<file path="src/hw/sfl_pkg.sv">
// Constants and types for the supply fault-limit and status register bank.
// Assumes one 125 MHz clock and a command port already stripped of bus framing.
package sfl_pkg;
  // Clock and restart timing
  localparam int unsigned CLK_FREQ_MHZ = 125;
  localparam int unsigned HICCUP_TIME_US = 1000;
  localparam int unsigned TMR_W = 24;

  // Command codes
  localparam logic [7:0] OFS_VOUT_OV_WARN = 8'h42;
  localparam logic [7:0] OFS_VOUT_UV_WARN = 8'h43;
  localparam logic [7:0] OFS_VOUT_UV_FAULT = 8'h44;
  localparam logic [7:0] OFS_VOUT_UV_ACT = 8'h45;
  localparam logic [7:0] OFS_OC_FAULT = 8'h46;
  localparam logic [7:0] OFS_OC_ACT = 8'h47;
  localparam logic [7:0] OFS_OC_WARN = 8'h4A;
  localparam logic [7:0] OFS_OT_FAULT = 8'h4F;
  localparam logic [7:0] OFS_OT_ACT = 8'h50;
  localparam logic [7:0] OFS_OT_WARN = 8'h51;
  localparam logic [7:0] OFS_VIN_OV_FAULT = 8'h55;
  localparam logic [7:0] OFS_VIN_OV_ACT = 8'h56;
  localparam logic [7:0] OFS_VIN_UV_WARN = 8'h58;
  localparam logic [7:0] OFS_VIN_UV_FAULT = 8'h59;
  localparam logic [7:0] OFS_VIN_UV_ACT = 8'h5A;
  localparam logic [7:0] OFS_STATUS_BYTE = 8'h78;
  localparam logic [7:0] OFS_STATUS_WORD = 8'h79;
  localparam logic [7:0] OFS_STATUS_VOUT = 8'h7A;
  localparam logic [7:0] OFS_OUTPUT_CURRENT_STATUS = 8'h7B;
  localparam logic [7:0] OFS_STATUS_INPUT = 8'h7C;
  localparam logic [7:0] OFS_STATUS_TEMP = 8'h7D;
  localparam logic [7:0] OFS_COMMUNICATION_STATUS = 8'h7E;
  localparam logic [7:0] OFS_STATUS_FAN = 8'h81;

  // Defaults, fixed input limits and read error word: output volts in 2^-8 steps, input volts as whole volts
  localparam logic [15:0] VOUT_OV_WARN_DEF = 16'hA100;
  localparam logic [15:0] VOUT_UV_WARN_DEF = 16'h5900;
  localparam logic [15:0] VOUT_UV_FAULT_DEF = 16'h5500;
  localparam logic [15:0] VIN_OV_FAULT_LIM = 16'h021C;
  localparam logic [15:0] VIN_UV_WARN_DEF = 16'h0154;
  localparam logic [15:0] VIN_UV_FAULT_LIM = 16'h0136;
  localparam logic [15:0] READ_ERR_DATA = 16'hFFFF;

  // Response codes
  localparam logic [7:0] UV_ACT_LATCH = 8'h80;
  localparam logic [7:0] UV_ACT_RESTART = 8'hC0;
  localparam logic [7:0] OC_ACT_HICCUP = 8'hF8;
  localparam logic [7:0] OC_ACT_LATCH = 8'hC0;
  localparam logic [7:0] OT_ACT_HICCUP = 8'hC0;
  localparam logic [7:0] OT_ACT_LATCH = 8'h80;
  localparam logic [7:0] VIN_ACT_RESTART = 8'hC0;

  typedef enum logic [2:0] {
    ST_ON = 3'b001,
    ST_HICCUP = 3'b010,
    ST_LATCHED = 3'b100
  } sfl_mode_t;

  // Status byte layouts, most significant bit first
  typedef struct packed {
    logic rsvd7, off, vout_ov, iout_oc, vin_uv, temp, comm_memory_logic_fault, none;
  } sfl_sum_t;
  typedef struct packed {
    logic vout, iout, input_any, mfr, pg_n, fans, other, unknown;
  } sfl_hi_t;
  typedef struct packed {
    logic ov_fault, ov_warn, uv_warn, uv_fault;
    logic [3:0] rsvd;
  } sfl_vout_st_t;
  typedef struct packed {
    logic oc_fault, rsvd6, oc_warn, rsvd4, share_fault, pwr_limit;
    logic [1:0] rsvd;
  } sfl_iout_st_t;
  typedef struct packed {
    logic ov_fault, ov_warn, uv_warn, uv_fault, off_low_in, iin_oc;
    logic [1:0] rsvd;
  } sfl_in_st_t;
  typedef struct packed {
    logic ot_fault, ot_warn;
    logic [5:0] rsvd;
  } sfl_temp_st_t;
  typedef struct packed {
    logic bad_cmd, bad_data, pec_fail;
    logic [2:0] rsvd;
    logic other;
    logic rsvd0;
  } sfl_cml_st_t;
  typedef struct packed {
    logic fan1_fault, fan2_fault;
    logic [1:0] rsvd54;
    logic fan1_ovr, fan2_ovr;
    logic [1:0] rsvd;
  } sfl_fan_st_t;

  typedef struct packed {
    sfl_mode_t mode;
    logic [TMR_W-1:0] timer;
    logic [15:0] ovw_lim, uvw_lim, uvf_lim;
    logic [7:0] uv_act;
    logic [15:0] ocf_lo, ocf_hi, ocw_lo, ocw_hi;
    logic [7:0] oc_act;
    logic [15:0] otf_lim, otw_lim;
    logic [7:0] ot_act;
    logic [15:0] vinuvw_lim;
    sfl_vout_st_t vout_st;
    sfl_iout_st_t iout_st;
    sfl_in_st_t in_st;
    sfl_temp_st_t temp_st;
    sfl_cml_st_t cml_st;
    sfl_fan_st_t fan_st;
    logic [15:0] rd_data;
    logic rd_valid;
    logic alert_n;
    logic out_en;
    logic nv_we;
    logic [7:0] nv_code;
    logic [15:0] nv_data;
  } sfl_regs_t;
endpackage

</file>
<file path="src/hw/sfl_bank.sv">
// Fault-limit, fault-response and status register bank of a managed supply.
// Assumes framed commands arrive as one-cycle strobes and measurements are synchronous.
//
// Contract
// - Output overvoltage warning limit, default 161 V; exceeding it asserts alert.
// - Output undervoltage warning limit, default 89 V; dropping below while the output is on asserts alert.
// - Output below 85 V default fault limit shuts down, unless input was lost.
// - Output undervoltage response takes only 0x80 or 0xC0; resets to 0xC0.
// - Overcurrent limits kept per input range; a write changes present range only.
// - Overcurrent response resets to hiccup 0xF8, alternative latch 0xC0, both ranges.
// - Secondary temperature above fault limit triggers the configured response.
// - Overtemperature response resets to hiccup 0xC0, alternative latch 0x80.
// - Secondary temperature above warning limit raises overtemperature warning.
// - Input above fixed 540 V AC shuts down; host cannot change limit.
// - Input overvoltage response fixed at restart 0xC0, not host changeable.
// - Input undervoltage warning defaults 340 V AC; raising accepted, lowering rejected.
// - Input below fixed 310 V AC shuts down; fixed restart 0xC0 response.
// - Changeable limits and responses can be saved to non-volatile storage.
// - Summary status byte is read-only, resets zero, carries the summary flags.
// - Status word: summary byte low, group flags in high byte.
// - Fan status: two fan faults and two speed-override flags.
// - Successful restart from latched-off clears all status registers.
`timescale 1ns/1ps
module sfl_bank
  import sfl_pkg::*;
#(
  parameter int unsigned HICCUP_CYCLES = HICCUP_TIME_US * CLK_FREQ_MHZ,
  parameter logic [15:0] OC_FAULT_LO_DEF = 16'h0000,
  parameter logic [15:0] OC_FAULT_HI_DEF = 16'h0000,
  parameter logic [15:0] OC_WARN_LO_DEF = 16'h0000,
  parameter logic [15:0] OC_WARN_HI_DEF = 16'h0000,
  parameter logic [15:0] OT_FAULT_DEF = 16'h0000,
  parameter logic [15:0] OT_WARN_DEF = 16'h0000
) (
  // Clock and reset
  input wire logic MCLK_I,
  input wire logic RESET_I,
  // Command port
  input wire logic [7:0] CMD_CODE_I,
  input wire logic WR_EN_I,
  input wire logic [15:0] WR_DATA_I,
  input wire logic RD_EN_I,
  output logic [15:0] RD_DATA_O,
  output logic RD_VALID_O,
  // Non-volatile store and load
  input wire logic STORE_I,
  input wire logic NV_LOAD_I,
  output logic NV_WE_O,
  output logic [7:0] NV_CODE_O,
  output logic [15:0] NV_DATA_O,
  // Measurements
  input wire logic [15:0] VOUT_I,
  input wire logic [15:0] IOUT_I,
  input wire logic [15:0] TEMP_I,
  input wire logic [15:0] VIN_I,
  input wire logic HIGH_LINE_I,
  input wire logic AC_LOSS_I,
  // Conditions detected elsewhere
  input wire logic VOUT_OV_FAULT_I,
  input wire logic VIN_OV_WARN_I,
  input wire logic IIN_OC_FAULT_I,
  input wire logic SHARE_FAULT_I,
  input wire logic PWR_LIMIT_I,
  input wire logic PEC_FAIL_I,
  input wire logic COMM_OTHER_I,
  input wire logic FAN1_FAULT_I,
  input wire logic FAN2_FAULT_I,
  input wire logic FAN1_OVR_I,
  input wire logic FAN2_OVR_I,
  input wire logic RESTART_I,
  // Supply control
  output logic ALERT_N_O,
  output logic OUTPUT_EN_O
);

  localparam sfl_regs_t RST_VAL = '{
    mode: ST_ON, timer: '0,
    ovw_lim: VOUT_OV_WARN_DEF, uvw_lim: VOUT_UV_WARN_DEF, uvf_lim: VOUT_UV_FAULT_DEF,
    uv_act: UV_ACT_RESTART,
    ocf_lo: OC_FAULT_LO_DEF, ocf_hi: OC_FAULT_HI_DEF,
    ocw_lo: OC_WARN_LO_DEF, ocw_hi: OC_WARN_HI_DEF,
    oc_act: OC_ACT_HICCUP,
    otf_lim: OT_FAULT_DEF, otw_lim: OT_WARN_DEF, ot_act: OT_ACT_HICCUP,
    vinuvw_lim: VIN_UV_WARN_DEF,
    vout_st: '0, iout_st: '0, in_st: '0, temp_st: '0, cml_st: '0, fan_st: '0,
    rd_data: '0, rd_valid: 1'b0, alert_n: 1'b1, out_en: 1'b1,
    nv_we: 1'b0, nv_code: '0, nv_data: '0
  };

  sfl_regs_t q;
  sfl_regs_t d;

  // Live conditions
  logic on;
  logic vout_ov_warn, vout_uv_warn, vout_uv_fault;
  logic oc_fault, oc_warn, ot_fault, ot_warn;
  logic vin_ov_fault, vin_uv_fault, vin_uv_warn;
  logic shut, latch, clr, wr, bad_cmd, bad_data;
  sfl_sum_t sum;
  sfl_hi_t hi;

  assign on = (q.mode == ST_ON);
  assign vout_ov_warn = VOUT_I > q.ovw_lim;
  assign vout_uv_warn = on && (VOUT_I < q.uvw_lim);
  // A sagging output is expected when the input has gone away
  assign vout_uv_fault = on && (VOUT_I < q.uvf_lim) && !AC_LOSS_I && !vin_uv_fault;
  assign oc_fault = IOUT_I > (HIGH_LINE_I ? q.ocf_hi : q.ocf_lo);
  assign oc_warn = IOUT_I > (HIGH_LINE_I ? q.ocw_hi : q.ocw_lo);
  assign ot_fault = TEMP_I > q.otf_lim;
  assign ot_warn = TEMP_I > q.otw_lim;
  assign vin_ov_fault = VIN_I > VIN_OV_FAULT_LIM;
  assign vin_uv_fault = VIN_I < VIN_UV_FAULT_LIM;
  assign vin_uv_warn = VIN_I < q.vinuvw_lim;

  assign shut = on && (vout_uv_fault || oc_fault || ot_fault || vin_ov_fault || vin_uv_fault);
  assign latch = (vout_uv_fault && q.uv_act == UV_ACT_LATCH)
    || (oc_fault && q.oc_act == OC_ACT_LATCH)
    || (ot_fault && q.ot_act == OT_ACT_LATCH);
  assign clr = RESTART_I && (q.mode == ST_LATCHED);
  assign wr = WR_EN_I || NV_LOAD_I;

  // Summary views of the status bytes and the output state
  always_comb begin
    hi = '0;
    hi.vout = |q.vout_st;
    hi.iout = |q.iout_st;
    hi.input_any = |q.in_st;
    hi.pg_n = !on;
    hi.fans = |q.fan_st;
    sum = '0;
    sum.off = !on;
    sum.vout_ov = q.vout_st.ov_fault;
    sum.iout_oc = q.iout_st.oc_fault;
    sum.vin_uv = q.in_st.uv_fault;
    sum.temp = |q.temp_st;
    sum.comm_memory_logic_fault = |q.cml_st;
    sum.none = (|hi) && !(sum.off || sum.vout_ov || sum.iout_oc || sum.vin_uv
      || sum.temp || sum.comm_memory_logic_fault);
  end

  always_comb begin
    d = q;
    bad_cmd = 1'b0;
    bad_data = 1'b0;
    d.rd_valid = 1'b0;
    d.nv_we = 1'b0;

    // Writes and non-volatile loads share one acceptance path
    if (wr) begin
      case (CMD_CODE_I)
        OFS_VOUT_OV_WARN: d.ovw_lim = WR_DATA_I;
        OFS_VOUT_UV_WARN: d.uvw_lim = WR_DATA_I;
        OFS_VOUT_UV_FAULT: d.uvf_lim = WR_DATA_I;
        OFS_VOUT_UV_ACT: begin
          if (WR_DATA_I[7:0] == UV_ACT_LATCH || WR_DATA_I[7:0] == UV_ACT_RESTART) begin
            d.uv_act = WR_DATA_I[7:0];
          end else begin
            bad_data = 1'b1;
          end
        end
        OFS_OC_FAULT: begin
          if (HIGH_LINE_I) begin
            d.ocf_hi = WR_DATA_I;
          end else begin
            d.ocf_lo = WR_DATA_I;
          end
        end
        OFS_OC_WARN: begin
          if (HIGH_LINE_I) begin
            d.ocw_hi = WR_DATA_I;
          end else begin
            d.ocw_lo = WR_DATA_I;
          end
        end
        OFS_OC_ACT: begin
          if (WR_DATA_I[7:0] == OC_ACT_HICCUP || WR_DATA_I[7:0] == OC_ACT_LATCH) begin
            d.oc_act = WR_DATA_I[7:0];
          end else begin
            bad_data = 1'b1;
          end
        end
        OFS_OT_FAULT: d.otf_lim = WR_DATA_I;
        OFS_OT_WARN: d.otw_lim = WR_DATA_I;
        OFS_OT_ACT: begin
          if (WR_DATA_I[7:0] == OT_ACT_HICCUP || WR_DATA_I[7:0] == OT_ACT_LATCH) begin
            d.ot_act = WR_DATA_I[7:0];
          end else begin
            bad_data = 1'b1;
          end
        end
        OFS_VIN_UV_WARN: begin
          if (WR_DATA_I >= q.vinuvw_lim) begin
            d.vinuvw_lim = WR_DATA_I;
          end else begin
            bad_data = 1'b1;
          end
        end
        // Fixed input limits and status bytes fall here and are refused
        default: bad_cmd = 1'b1;
      endcase
    end

    // Save the present value of a changeable setting
    if (STORE_I) begin
      d.nv_we = 1'b1;
      d.nv_code = CMD_CODE_I;
      case (CMD_CODE_I)
        OFS_VOUT_OV_WARN: d.nv_data = q.ovw_lim;
        OFS_VOUT_UV_WARN: d.nv_data = q.uvw_lim;
        OFS_VOUT_UV_FAULT: d.nv_data = q.uvf_lim;
        OFS_VOUT_UV_ACT: d.nv_data = {8'h00, q.uv_act};
        OFS_OC_FAULT: d.nv_data = HIGH_LINE_I ? q.ocf_hi : q.ocf_lo;
        OFS_OC_WARN: d.nv_data = HIGH_LINE_I ? q.ocw_hi : q.ocw_lo;
        OFS_OC_ACT: d.nv_data = {8'h00, q.oc_act};
        OFS_OT_FAULT: d.nv_data = q.otf_lim;
        OFS_OT_WARN: d.nv_data = q.otw_lim;
        OFS_OT_ACT: d.nv_data = {8'h00, q.ot_act};
        OFS_VIN_UV_WARN: d.nv_data = q.vinuvw_lim;
        default: begin
          d.nv_we = 1'b0;
          bad_cmd = 1'b1;
        end
      endcase
    end

    // Reads answer one cycle later; unknown codes return all ones
    if (RD_EN_I) begin
      d.rd_valid = 1'b1;
      case (CMD_CODE_I)
        OFS_VOUT_OV_WARN: d.rd_data = q.ovw_lim;
        OFS_VOUT_UV_WARN: d.rd_data = q.uvw_lim;
        OFS_VOUT_UV_FAULT: d.rd_data = q.uvf_lim;
        OFS_VOUT_UV_ACT: d.rd_data = {8'h00, q.uv_act};
        OFS_OC_FAULT: d.rd_data = HIGH_LINE_I ? q.ocf_hi : q.ocf_lo;
        OFS_OC_WARN: d.rd_data = HIGH_LINE_I ? q.ocw_hi : q.ocw_lo;
        OFS_OC_ACT: d.rd_data = {8'h00, q.oc_act};
        OFS_OT_FAULT: d.rd_data = q.otf_lim;
        OFS_OT_WARN: d.rd_data = q.otw_lim;
        OFS_OT_ACT: d.rd_data = {8'h00, q.ot_act};
        OFS_VIN_OV_FAULT: d.rd_data = VIN_OV_FAULT_LIM;
        OFS_VIN_OV_ACT: d.rd_data = {8'h00, VIN_ACT_RESTART};
        OFS_VIN_UV_WARN: d.rd_data = q.vinuvw_lim;
        OFS_VIN_UV_FAULT: d.rd_data = VIN_UV_FAULT_LIM;
        OFS_VIN_UV_ACT: d.rd_data = {8'h00, VIN_ACT_RESTART};
        OFS_STATUS_BYTE: d.rd_data = {8'h00, sum};
        OFS_STATUS_WORD: d.rd_data = {hi, sum};
        OFS_STATUS_VOUT: d.rd_data = {8'h00, q.vout_st};
        OFS_OUTPUT_CURRENT_STATUS: d.rd_data = {8'h00, q.iout_st};
        OFS_STATUS_INPUT: d.rd_data = {8'h00, q.in_st};
        OFS_STATUS_TEMP: d.rd_data = {8'h00, q.temp_st};
        OFS_COMMUNICATION_STATUS: d.rd_data = {8'h00, q.cml_st};
        OFS_STATUS_FAN: d.rd_data = {8'h00, q.fan_st};
        default: begin
          d.rd_data = READ_ERR_DATA;
          bad_cmd = 1'b1;
        end
      endcase
    end

    // Output state machine
    case (q.mode)
      ST_ON: begin
        if (shut) begin
          d.mode = latch ? ST_LATCHED : ST_HICCUP;
          d.timer = TMR_W'(HICCUP_CYCLES - 1);
        end
      end
      ST_HICCUP: begin
        // Input faults restart only once the input is back in range
        if (q.timer != '0) begin
          d.timer = q.timer - 1'b1;
        end else if (!vin_ov_fault && !vin_uv_fault) begin
          d.mode = ST_ON;
        end
      end
      ST_LATCHED: begin
        if (RESTART_I) begin
          d.mode = ST_ON;
        end
      end
      default: d.mode = ST_LATCHED;
    endcase
    d.out_en = (d.mode == ST_ON);

    // Status bits, sticky except power limit and fan overrides: restart clears, a same-cycle event still sets
    if (clr) begin
      d.vout_st = '0;
      d.iout_st = '0;
      d.in_st = '0;
      d.temp_st = '0;
      d.cml_st = '0;
      d.fan_st = '0;
    end
    d.vout_st.ov_fault = d.vout_st.ov_fault | VOUT_OV_FAULT_I;
    d.vout_st.ov_warn = d.vout_st.ov_warn | vout_ov_warn;
    d.vout_st.uv_warn = d.vout_st.uv_warn | vout_uv_warn;
    d.vout_st.uv_fault = d.vout_st.uv_fault | vout_uv_fault;
    d.iout_st.oc_fault = d.iout_st.oc_fault | oc_fault;
    d.iout_st.oc_warn = d.iout_st.oc_warn | oc_warn;
    d.iout_st.share_fault = d.iout_st.share_fault | SHARE_FAULT_I;
    d.iout_st.pwr_limit = PWR_LIMIT_I;
    d.in_st.ov_fault = d.in_st.ov_fault | vin_ov_fault;
    d.in_st.ov_warn = d.in_st.ov_warn | VIN_OV_WARN_I;
    d.in_st.uv_warn = d.in_st.uv_warn | vin_uv_warn;
    d.in_st.uv_fault = d.in_st.uv_fault | vin_uv_fault;
    d.in_st.off_low_in = d.in_st.off_low_in | (on && vin_uv_fault);
    d.in_st.iin_oc = d.in_st.iin_oc | IIN_OC_FAULT_I;
    d.temp_st.ot_fault = d.temp_st.ot_fault | ot_fault;
    d.temp_st.ot_warn = d.temp_st.ot_warn | ot_warn;
    d.cml_st.bad_cmd = d.cml_st.bad_cmd | (bad_cmd && !NV_LOAD_I);
    d.cml_st.bad_data = d.cml_st.bad_data | (bad_data && !NV_LOAD_I);
    d.cml_st.pec_fail = d.cml_st.pec_fail | PEC_FAIL_I;
    d.cml_st.other = d.cml_st.other | COMM_OTHER_I;
    d.fan_st.fan1_fault = d.fan_st.fan1_fault | FAN1_FAULT_I;
    d.fan_st.fan2_fault = d.fan_st.fan2_fault | FAN2_FAULT_I;
    d.fan_st.fan1_ovr = FAN1_OVR_I;
    d.fan_st.fan2_ovr = FAN2_OVR_I;

    d.alert_n = !(|{d.vout_st, d.iout_st, d.in_st, d.temp_st, d.cml_st, d.fan_st});
  end

  always_ff @(posedge MCLK_I or posedge RESET_I) begin
    if (RESET_I) begin
      q <= RST_VAL;
    end else begin
      q <= d;
    end
  end

  assign RD_DATA_O = q.rd_data;
  assign RD_VALID_O = q.rd_valid;
  assign NV_WE_O = q.nv_we;
  assign NV_CODE_O = q.nv_code;
  assign NV_DATA_O = q.nv_data;
  assign ALERT_N_O = q.alert_n;
  assign OUTPUT_EN_O = q.out_en;
endmodule

</file>
<file path="config.mk">
export PLATFORM = sky130hd
export DESIGN_NAME = sfl_bank
export DESIGN_NICKNAME = d
export VERILOG_FILES = /design/src/hw/sfl_pkg.sv /design/src/hw/sfl_bank.sv
export SDC_FILE = /design/constraint.sdc
export NUM_CORES = 1
export LEC_CHECK = 0
export ABC_CLOCK_PERIOD_IN_PS = 12650
export BUFFER_PORTS_ARGS = -buffer_cell sky130_fd_sc_hd__clkbuf_2
export CAP_MARGIN = 25
export CORE_MARGIN = 10
export CORE_UTILIZATION = 30
export CTS_BUF_LIST = sky130_fd_sc_hd__clkbuf_4 sky130_fd_sc_hd__clkbuf_8 sky130_fd_sc_hd__clkbuf_16
export DETAILED_ROUTE_END_ITERATION = 10
export PLACE_DENSITY_LB_ADDON = 0.25
export SLEW_MARGIN = 10
export SYNTH_ARGS = -nofsm -noshare
export SYNTH_HDL_FRONTEND = slang
export SYNTH_SLANG_ARGS = --single-unit
</file>
<file path="constraint.sdc">
create_clock -name MCLK_I -period 12.65 [get_ports MCLK_I]
set_input_delay 0.6325 -clock MCLK_I [delete_from_list [all_inputs] [get_ports MCLK_I]]
set_output_delay 0.6325 -clock MCLK_I [all_outputs]
set_load 0.01 [all_outputs]
</file>
[Word-level counts from Yosys, hierarchy flattened]
Index checks and enable logic that the tools add are counted.
Word-level totals
  bits in registers: 303
  input bits: 108
  output and inout bits: 44
  logic and storage cells: 217
Cells by class
  $add $sub $neg: 1
  magnitude comparators: 11
  equal/unequal tests: 35
  muxes and demuxes: 27
  bitwise gates (word level): 22
  reductions and logical operators: 65
Operators with widths (number)
  $pmux W16 S22: 1
  $eq A8 B7 Y1 const B: 22
  $pmux W16 S11: 1
  $gt A16 B16 Y1: 5
  $eq A8 B8 Y1 const B: 7
  $lt A16 B16 Y1: 3
  $mux W48: 1
  $pmux W24 S2: 1
  $reduce_or A48 Y1: 1
  $reduce_or A8 Y1: 6
  $reduce_or A33 Y1: 1
  $mux W16: 2
  $mux W27: 1
  $reduce_and A3 Y1: 9
  $mux W25: 1
  $mux W24: 1
  $reduce_bool A24 Y1: 1
  $sub A24 B1 Y24 const B: 1
  $reduce_or A23 Y1: 1
  $or A1 B1 Y1: 21
  $ge A16 B16 Y1: 1
  $gt A16 B10 Y1 const B: 1
  $lt A16 B9 Y1 const B: 1
  $logic_and A1 B1 Y1: 14
  17 further kinds: 57

[Longest topological paths before layout]
  depth in word-level cells: 12
  mapped depth: 14
  gate-level depth less buffers: 10

[Worst setup path after synthesis]
OpenSTA, ideal clock, no wires.
  path type: input-to-reg
  start: input port HIGH_LINE_I
  end: register q (netlist bit OUTPUT_EN_O)
  library setup time: 0.062 ns
  data arrival time: 3.751 ns
  required time: 12.588 ns
  slack: 8.836 ns
  stages: 14
  path buffers: 4
  path through: clkbuf_1 -> clkbuf_1 -> buf_2 -> mux2i_1 -> ha_1 -> a21o_1 -> a21oi_1 -> o22ai_1 -> nor3_1 -> o21ai_0 -> nor3_1 -> clkbuf_1 -> a22oi_1 -> nand2_1
RTL lines
  start: declaration: RTL line sfl_bank.sv:56  | input wire logic HIGH_LINE_I,
  end signal: assignment: RTL line sfl_bank.sv:324  | q <= RST_VAL;
  end signal: assignment: RTL line sfl_bank.sv:326  | q <= d;
  end: declaration: RTL line sfl_bank.sv:90  | sfl_regs_t q;

[Worst setup path in the final report]
  start: register q[146] (netlist bit)
  end: register q[293] (netlist bit)
On the way
  word-level cells in the longest chain between the ends: 7
RTL lines
  $gt A16 B16 Y1: RTL line sfl_bank.sv:109  | assign ot_fault = TEMP_I > q.otf_lim;
  $logic_or A1 B1 Y1 (3 in a row): RTL line sfl_bank.sv:115  | assign shut = on && (vout_uv_fault || oc_fault || ot_fault || vin_ov_fault || vin_uv_fault);
  $logic_and A1 B1 Y1: RTL line sfl_bank.sv:115
  $ne A2 B1 Y1 (no line)
  $reduce_and A3 Y1 (no line)
No other way between the ends.
A chain may end at the register's enable or synchronous reset.

==> results.sh <==
export IMPL_io_pin_count=152
export IMPL_vias_in_the_first_global_route=14200
export IMPL_track_usage_pct=17.7
export IMPL_post_synth_mux_area_share_pct=11.0
export IMPL_p_comb_share_pct=15.2
export IMPL_setup_reg_to_reg_worst_slack_ns=8.88
export IMPL_postCtsSetupRepairBufs=0
export IMPL_instance_count_of_the_mapped_netlist=1708
export IMPL_xor_and_xnor_area_share_after_synthesis_pct=1.26
export IMPL_synth_simple_gate_area_share_pct=14.9
export IMPL_fin_hold_ws_ns=0.180
export IMPL_post_route_setup_tns_ns=0
export IMPL_synth_compound_area_share_pct=12.9
export IMPL_hold_violations=0
export IMPL_regToRegStartpoint="q[146]"
export IMPL_grt_start_max_net_pins=183
export IMPL_synth_edf_count=0
export IMPL_netlist_cell_type_count=76
export IMPL_worst_skew_pair_late_latency_ns=0.56
export IMPL_ctsLongestPathBuffers=3
export IMPL_worst_ep_required_time_ns=13.04
export IMPL_timing_critical_path_fanout_max=15
export IMPL_power_share_switching_pct=28.9
export IMPL_wl_per_cell_um=23.5
export IMPL_final_common_cell="dfrtp_1"
export IMPL_synth_ff_type="dfrtp_1"
export IMPL_tritoncts="built"
export IMPL_layout_drive_gt1_share_pct=23.7
export IMPL_multiInputGateArea_um2=8750
export IMPL_power_density_cells_nw_per_um2=134
export IMPL_numClockSinks=303
export IMPL_areaGrowthSynthToFinish_pct=14.8
export IMPL_number_of_nets_with_antenna_violations_after_detailed_routing=0
export IMPL_worst_setup_hold_path_clk_slew_ns=0.06
export IMPL_synth_async_sr_flop_share_pct=100
export IMPL_critical_path_endpoint="q[293]"
export IMPL_dr_first_iter_drc_count=1052
export IMPL_worstSetupStartpointType="flip-flop"
export IMPL_seq_power_share_pct=42.4
export IMPL_synth_area_um2=17400
export IMPL_maxCapViolCount=0
export IMPL_port_buffer_count=151
export IMPL_final_nets=2049
export IMPL_tightest_slew_ns=1.09
export IMPL_syn_mean_instance_area_um2=10.2
export IMPL_finalCritPeriodShare_pct=29.8
export IMPL_clock_fmax_ghz=0.265
export IMPL_initial_core_util_pct=30.2
export IMPL_yosys_register_bits=303
export IMPL_synthAdderAreaFrac_pct=10.2
export IMPL_cts_buffers_inserted=37
export IMPL_postCtsHoldBufs=0
export IMPL_critical_path_startpoint="q[146]"
export IMPL_area_inside_the_core_boundary_um2=57600
export IMPL_nFillCells=5814
export IMPL_worstRegToRegCells=10
export IMPL_r2r_end="q[293]"
export IMPL_worst_setup_path_end_kind="flip-flop"
export IMPL_ys_seq_area_share_pct=43.8
export IMPL_die_h_um=261
export IMPL_cellInternalPower_w=0.00190
export IMPL_power_switching_w=0.000771
export IMPL_die_width_um=261
export IMPL_routed_via_density=5.27
export IMPL_setup_worst_path_class="reg -> reg"
export IMPL_cts_repair_resized=0
export IMPL_synth_net_count=1958
export IMPL_setup_violations=0
export IMPL_pre_antenna_drt_iters=7
export IMPL_place_congestion=0.938
export IMPL_worst_hold_path_type="in -> async"
export IMPL_antenna_found_initial=2
export IMPL_grt_pass1_wl_um=91300
export IMPL_ys_warn_count=0
export IMPL_slew_headroom_pct=27.4
export IMPL_htreeDepth=2
export IMPL_placed_wire_length_estimate_after_detailed_placement_um=47400
export IMPL_row_count=88
export IMPL_seqCellArea_um2=7620
export IMPL_finalClockSkew_ns=0.0235
export IMPL_worst_endpoint_arrival_ns=4.15
export IMPL_slew_viol_final=0
export IMPL_power_share_clock_pct=42.4
export IMPL_layout_min_cycle_time_ns=3.77
export IMPL_cts_root_buffer_cell="clkbuf_16"
export IMPL_power_leakage_nw=9.06
export IMPL_drc=0
export IMPL_outcome="complete, no violations"
export IMPL_via_count=13700
export IMPL_floorplan_die_area_um2=68000
export IMPL_largest_family_of_logic_cells_by_synthesized_area="simple AND/OR/NAND/NOR gates"
export IMPL_overflow_left_after_global_routing=0
export IMPL_ir_drop_v=0.0000857
export IMPL_leading_cell_types_in_the_layout_fill_and_taps_excluded="dfrtp_1, clkbuf_2, ha_1, mux2_2, nand2_1"
export IMPL_wirelength_um=60900
export IMPL_rsz0062_at_grt="no"
[metal layers]
| metal | wire (um) | GRT usage (%) | up-vias |
|---|---|---|---|
| met5 | 0 | 0 | - |
| met4 | 1680 | 5.93 | 0 |
| met1 | 27500 | 23.8 | 6852 |
| li1 | - | - | 6317 |
| met3 | 3740 | 3.23 | 92 |
| met2 | 27900 | 28.3 | 409 |
[power by group through the flow]
| stage | logic, W | registers (W) | clock network [W] |
|---|---|---|---|
| after global routing | 0.000453 | 0.00114 | 0.00120 |
| after floorplan | 0.000277 | 0.00111 | 0 |
| final | 0.000405 | 0.00113 | 0.00113 |
| after CTS | 0.000408 | 0.00113 | 0.00116 |
| after global placement | 0.000395 | 0.00115 | 0 |
| after detailed placement | 0.000406 | 0.00115 | 0 |
[cell families after synthesis]
logic type      after synthesis
buf+inv                     223
flops                       303
fa+ha+maj                   142
xor+xnor                     25
mux                         174
compound gates              341
simple gates                500
[area by class of cell]
class / count / share of cell area (%)
repair buffers: 167 / 4.45
well taps: 765 / 4.80
multi-input cells: 1182 / 43.9
flip-flops and latches: 303 / 38.2
clock inverters: 14 / 0.997
inverters: 108 / 2.07
diodes: 2 / 0.0251
clock buffers: 54 / 5.59
[metrics by stage]
step	total power, W	instance area, um2	instances	util (%)	worst slack (ns)
floorplan	0.00139	17400	1708	-	3.69
global placement	0.00154	18600	2525	32.3	8.56
detailed placement	0.00155	18600	2525	32.3	8.40
CTS	0.00270	19900	2593	34.6	8.88
global route	0.00279	19900	2595	34.6	8.60
finish	0.00267	19900	2595	34.6	8.88
[cell usage after synthesis, drive strengths merged (32+ instances only)]
master | n | area (um2)
a21o | 32 | 240
a21oi | 74 | 370
buf | 58 | 405
clkbuf | 57 | 224
dfrtp | 276 | 6910
ha | 142 | 1780
inv | 108 | 405
mux2 | 138 | 1550
mux2i | 36 | 360
nand2 | 132 | 495
nor2 | 120 | 455
nor3 | 43 | 245
o21ai | 98 | 490
[registers in the layout (all words and copies together), names as in the netlist]
register / flops
ALERT_N_O: 1
RD_DATA_O: 16
OUTPUT_EN_O: 1
q: 259
NV_WE_O: 1
NV_DATA_O: 16
NV_CODE_O: 8
RD_VALID_O: 1
[worst max-delay path: stages (launching register included)]
cell and delay [ns]:
dfrtp_1 0.39, inv_1 0.07, ha_1 0.31, nand4_1 0.18, nor3_1 0.44, a2111oi_0 0.29, a21oi_1 0.74, nor3_1 0.09
buf_4 0.21, nor2_1 0.72, nor2_1 0.13
[worst min path at each step]
stage | from | to | slack [ns] | cells after the start
final | RESET_I | NV_CODE_O[4] | 0.18 | 2
after global routing | PWR_LIMIT_I | q[78] | 0.21 | 1
after CTS | PWR_LIMIT_I | q[78] | 0.19 | 1
after detailed placement | NV_DATA_O[3] | NV_DATA_O[3] | 0.48 | 2
after global placement | q[277] | q[277] | 0.47 | 2
after floorplan | NV_DATA_O[0] | NV_DATA_O[0] | 0.45 | 2
Power figures use the tool's default switching activity.
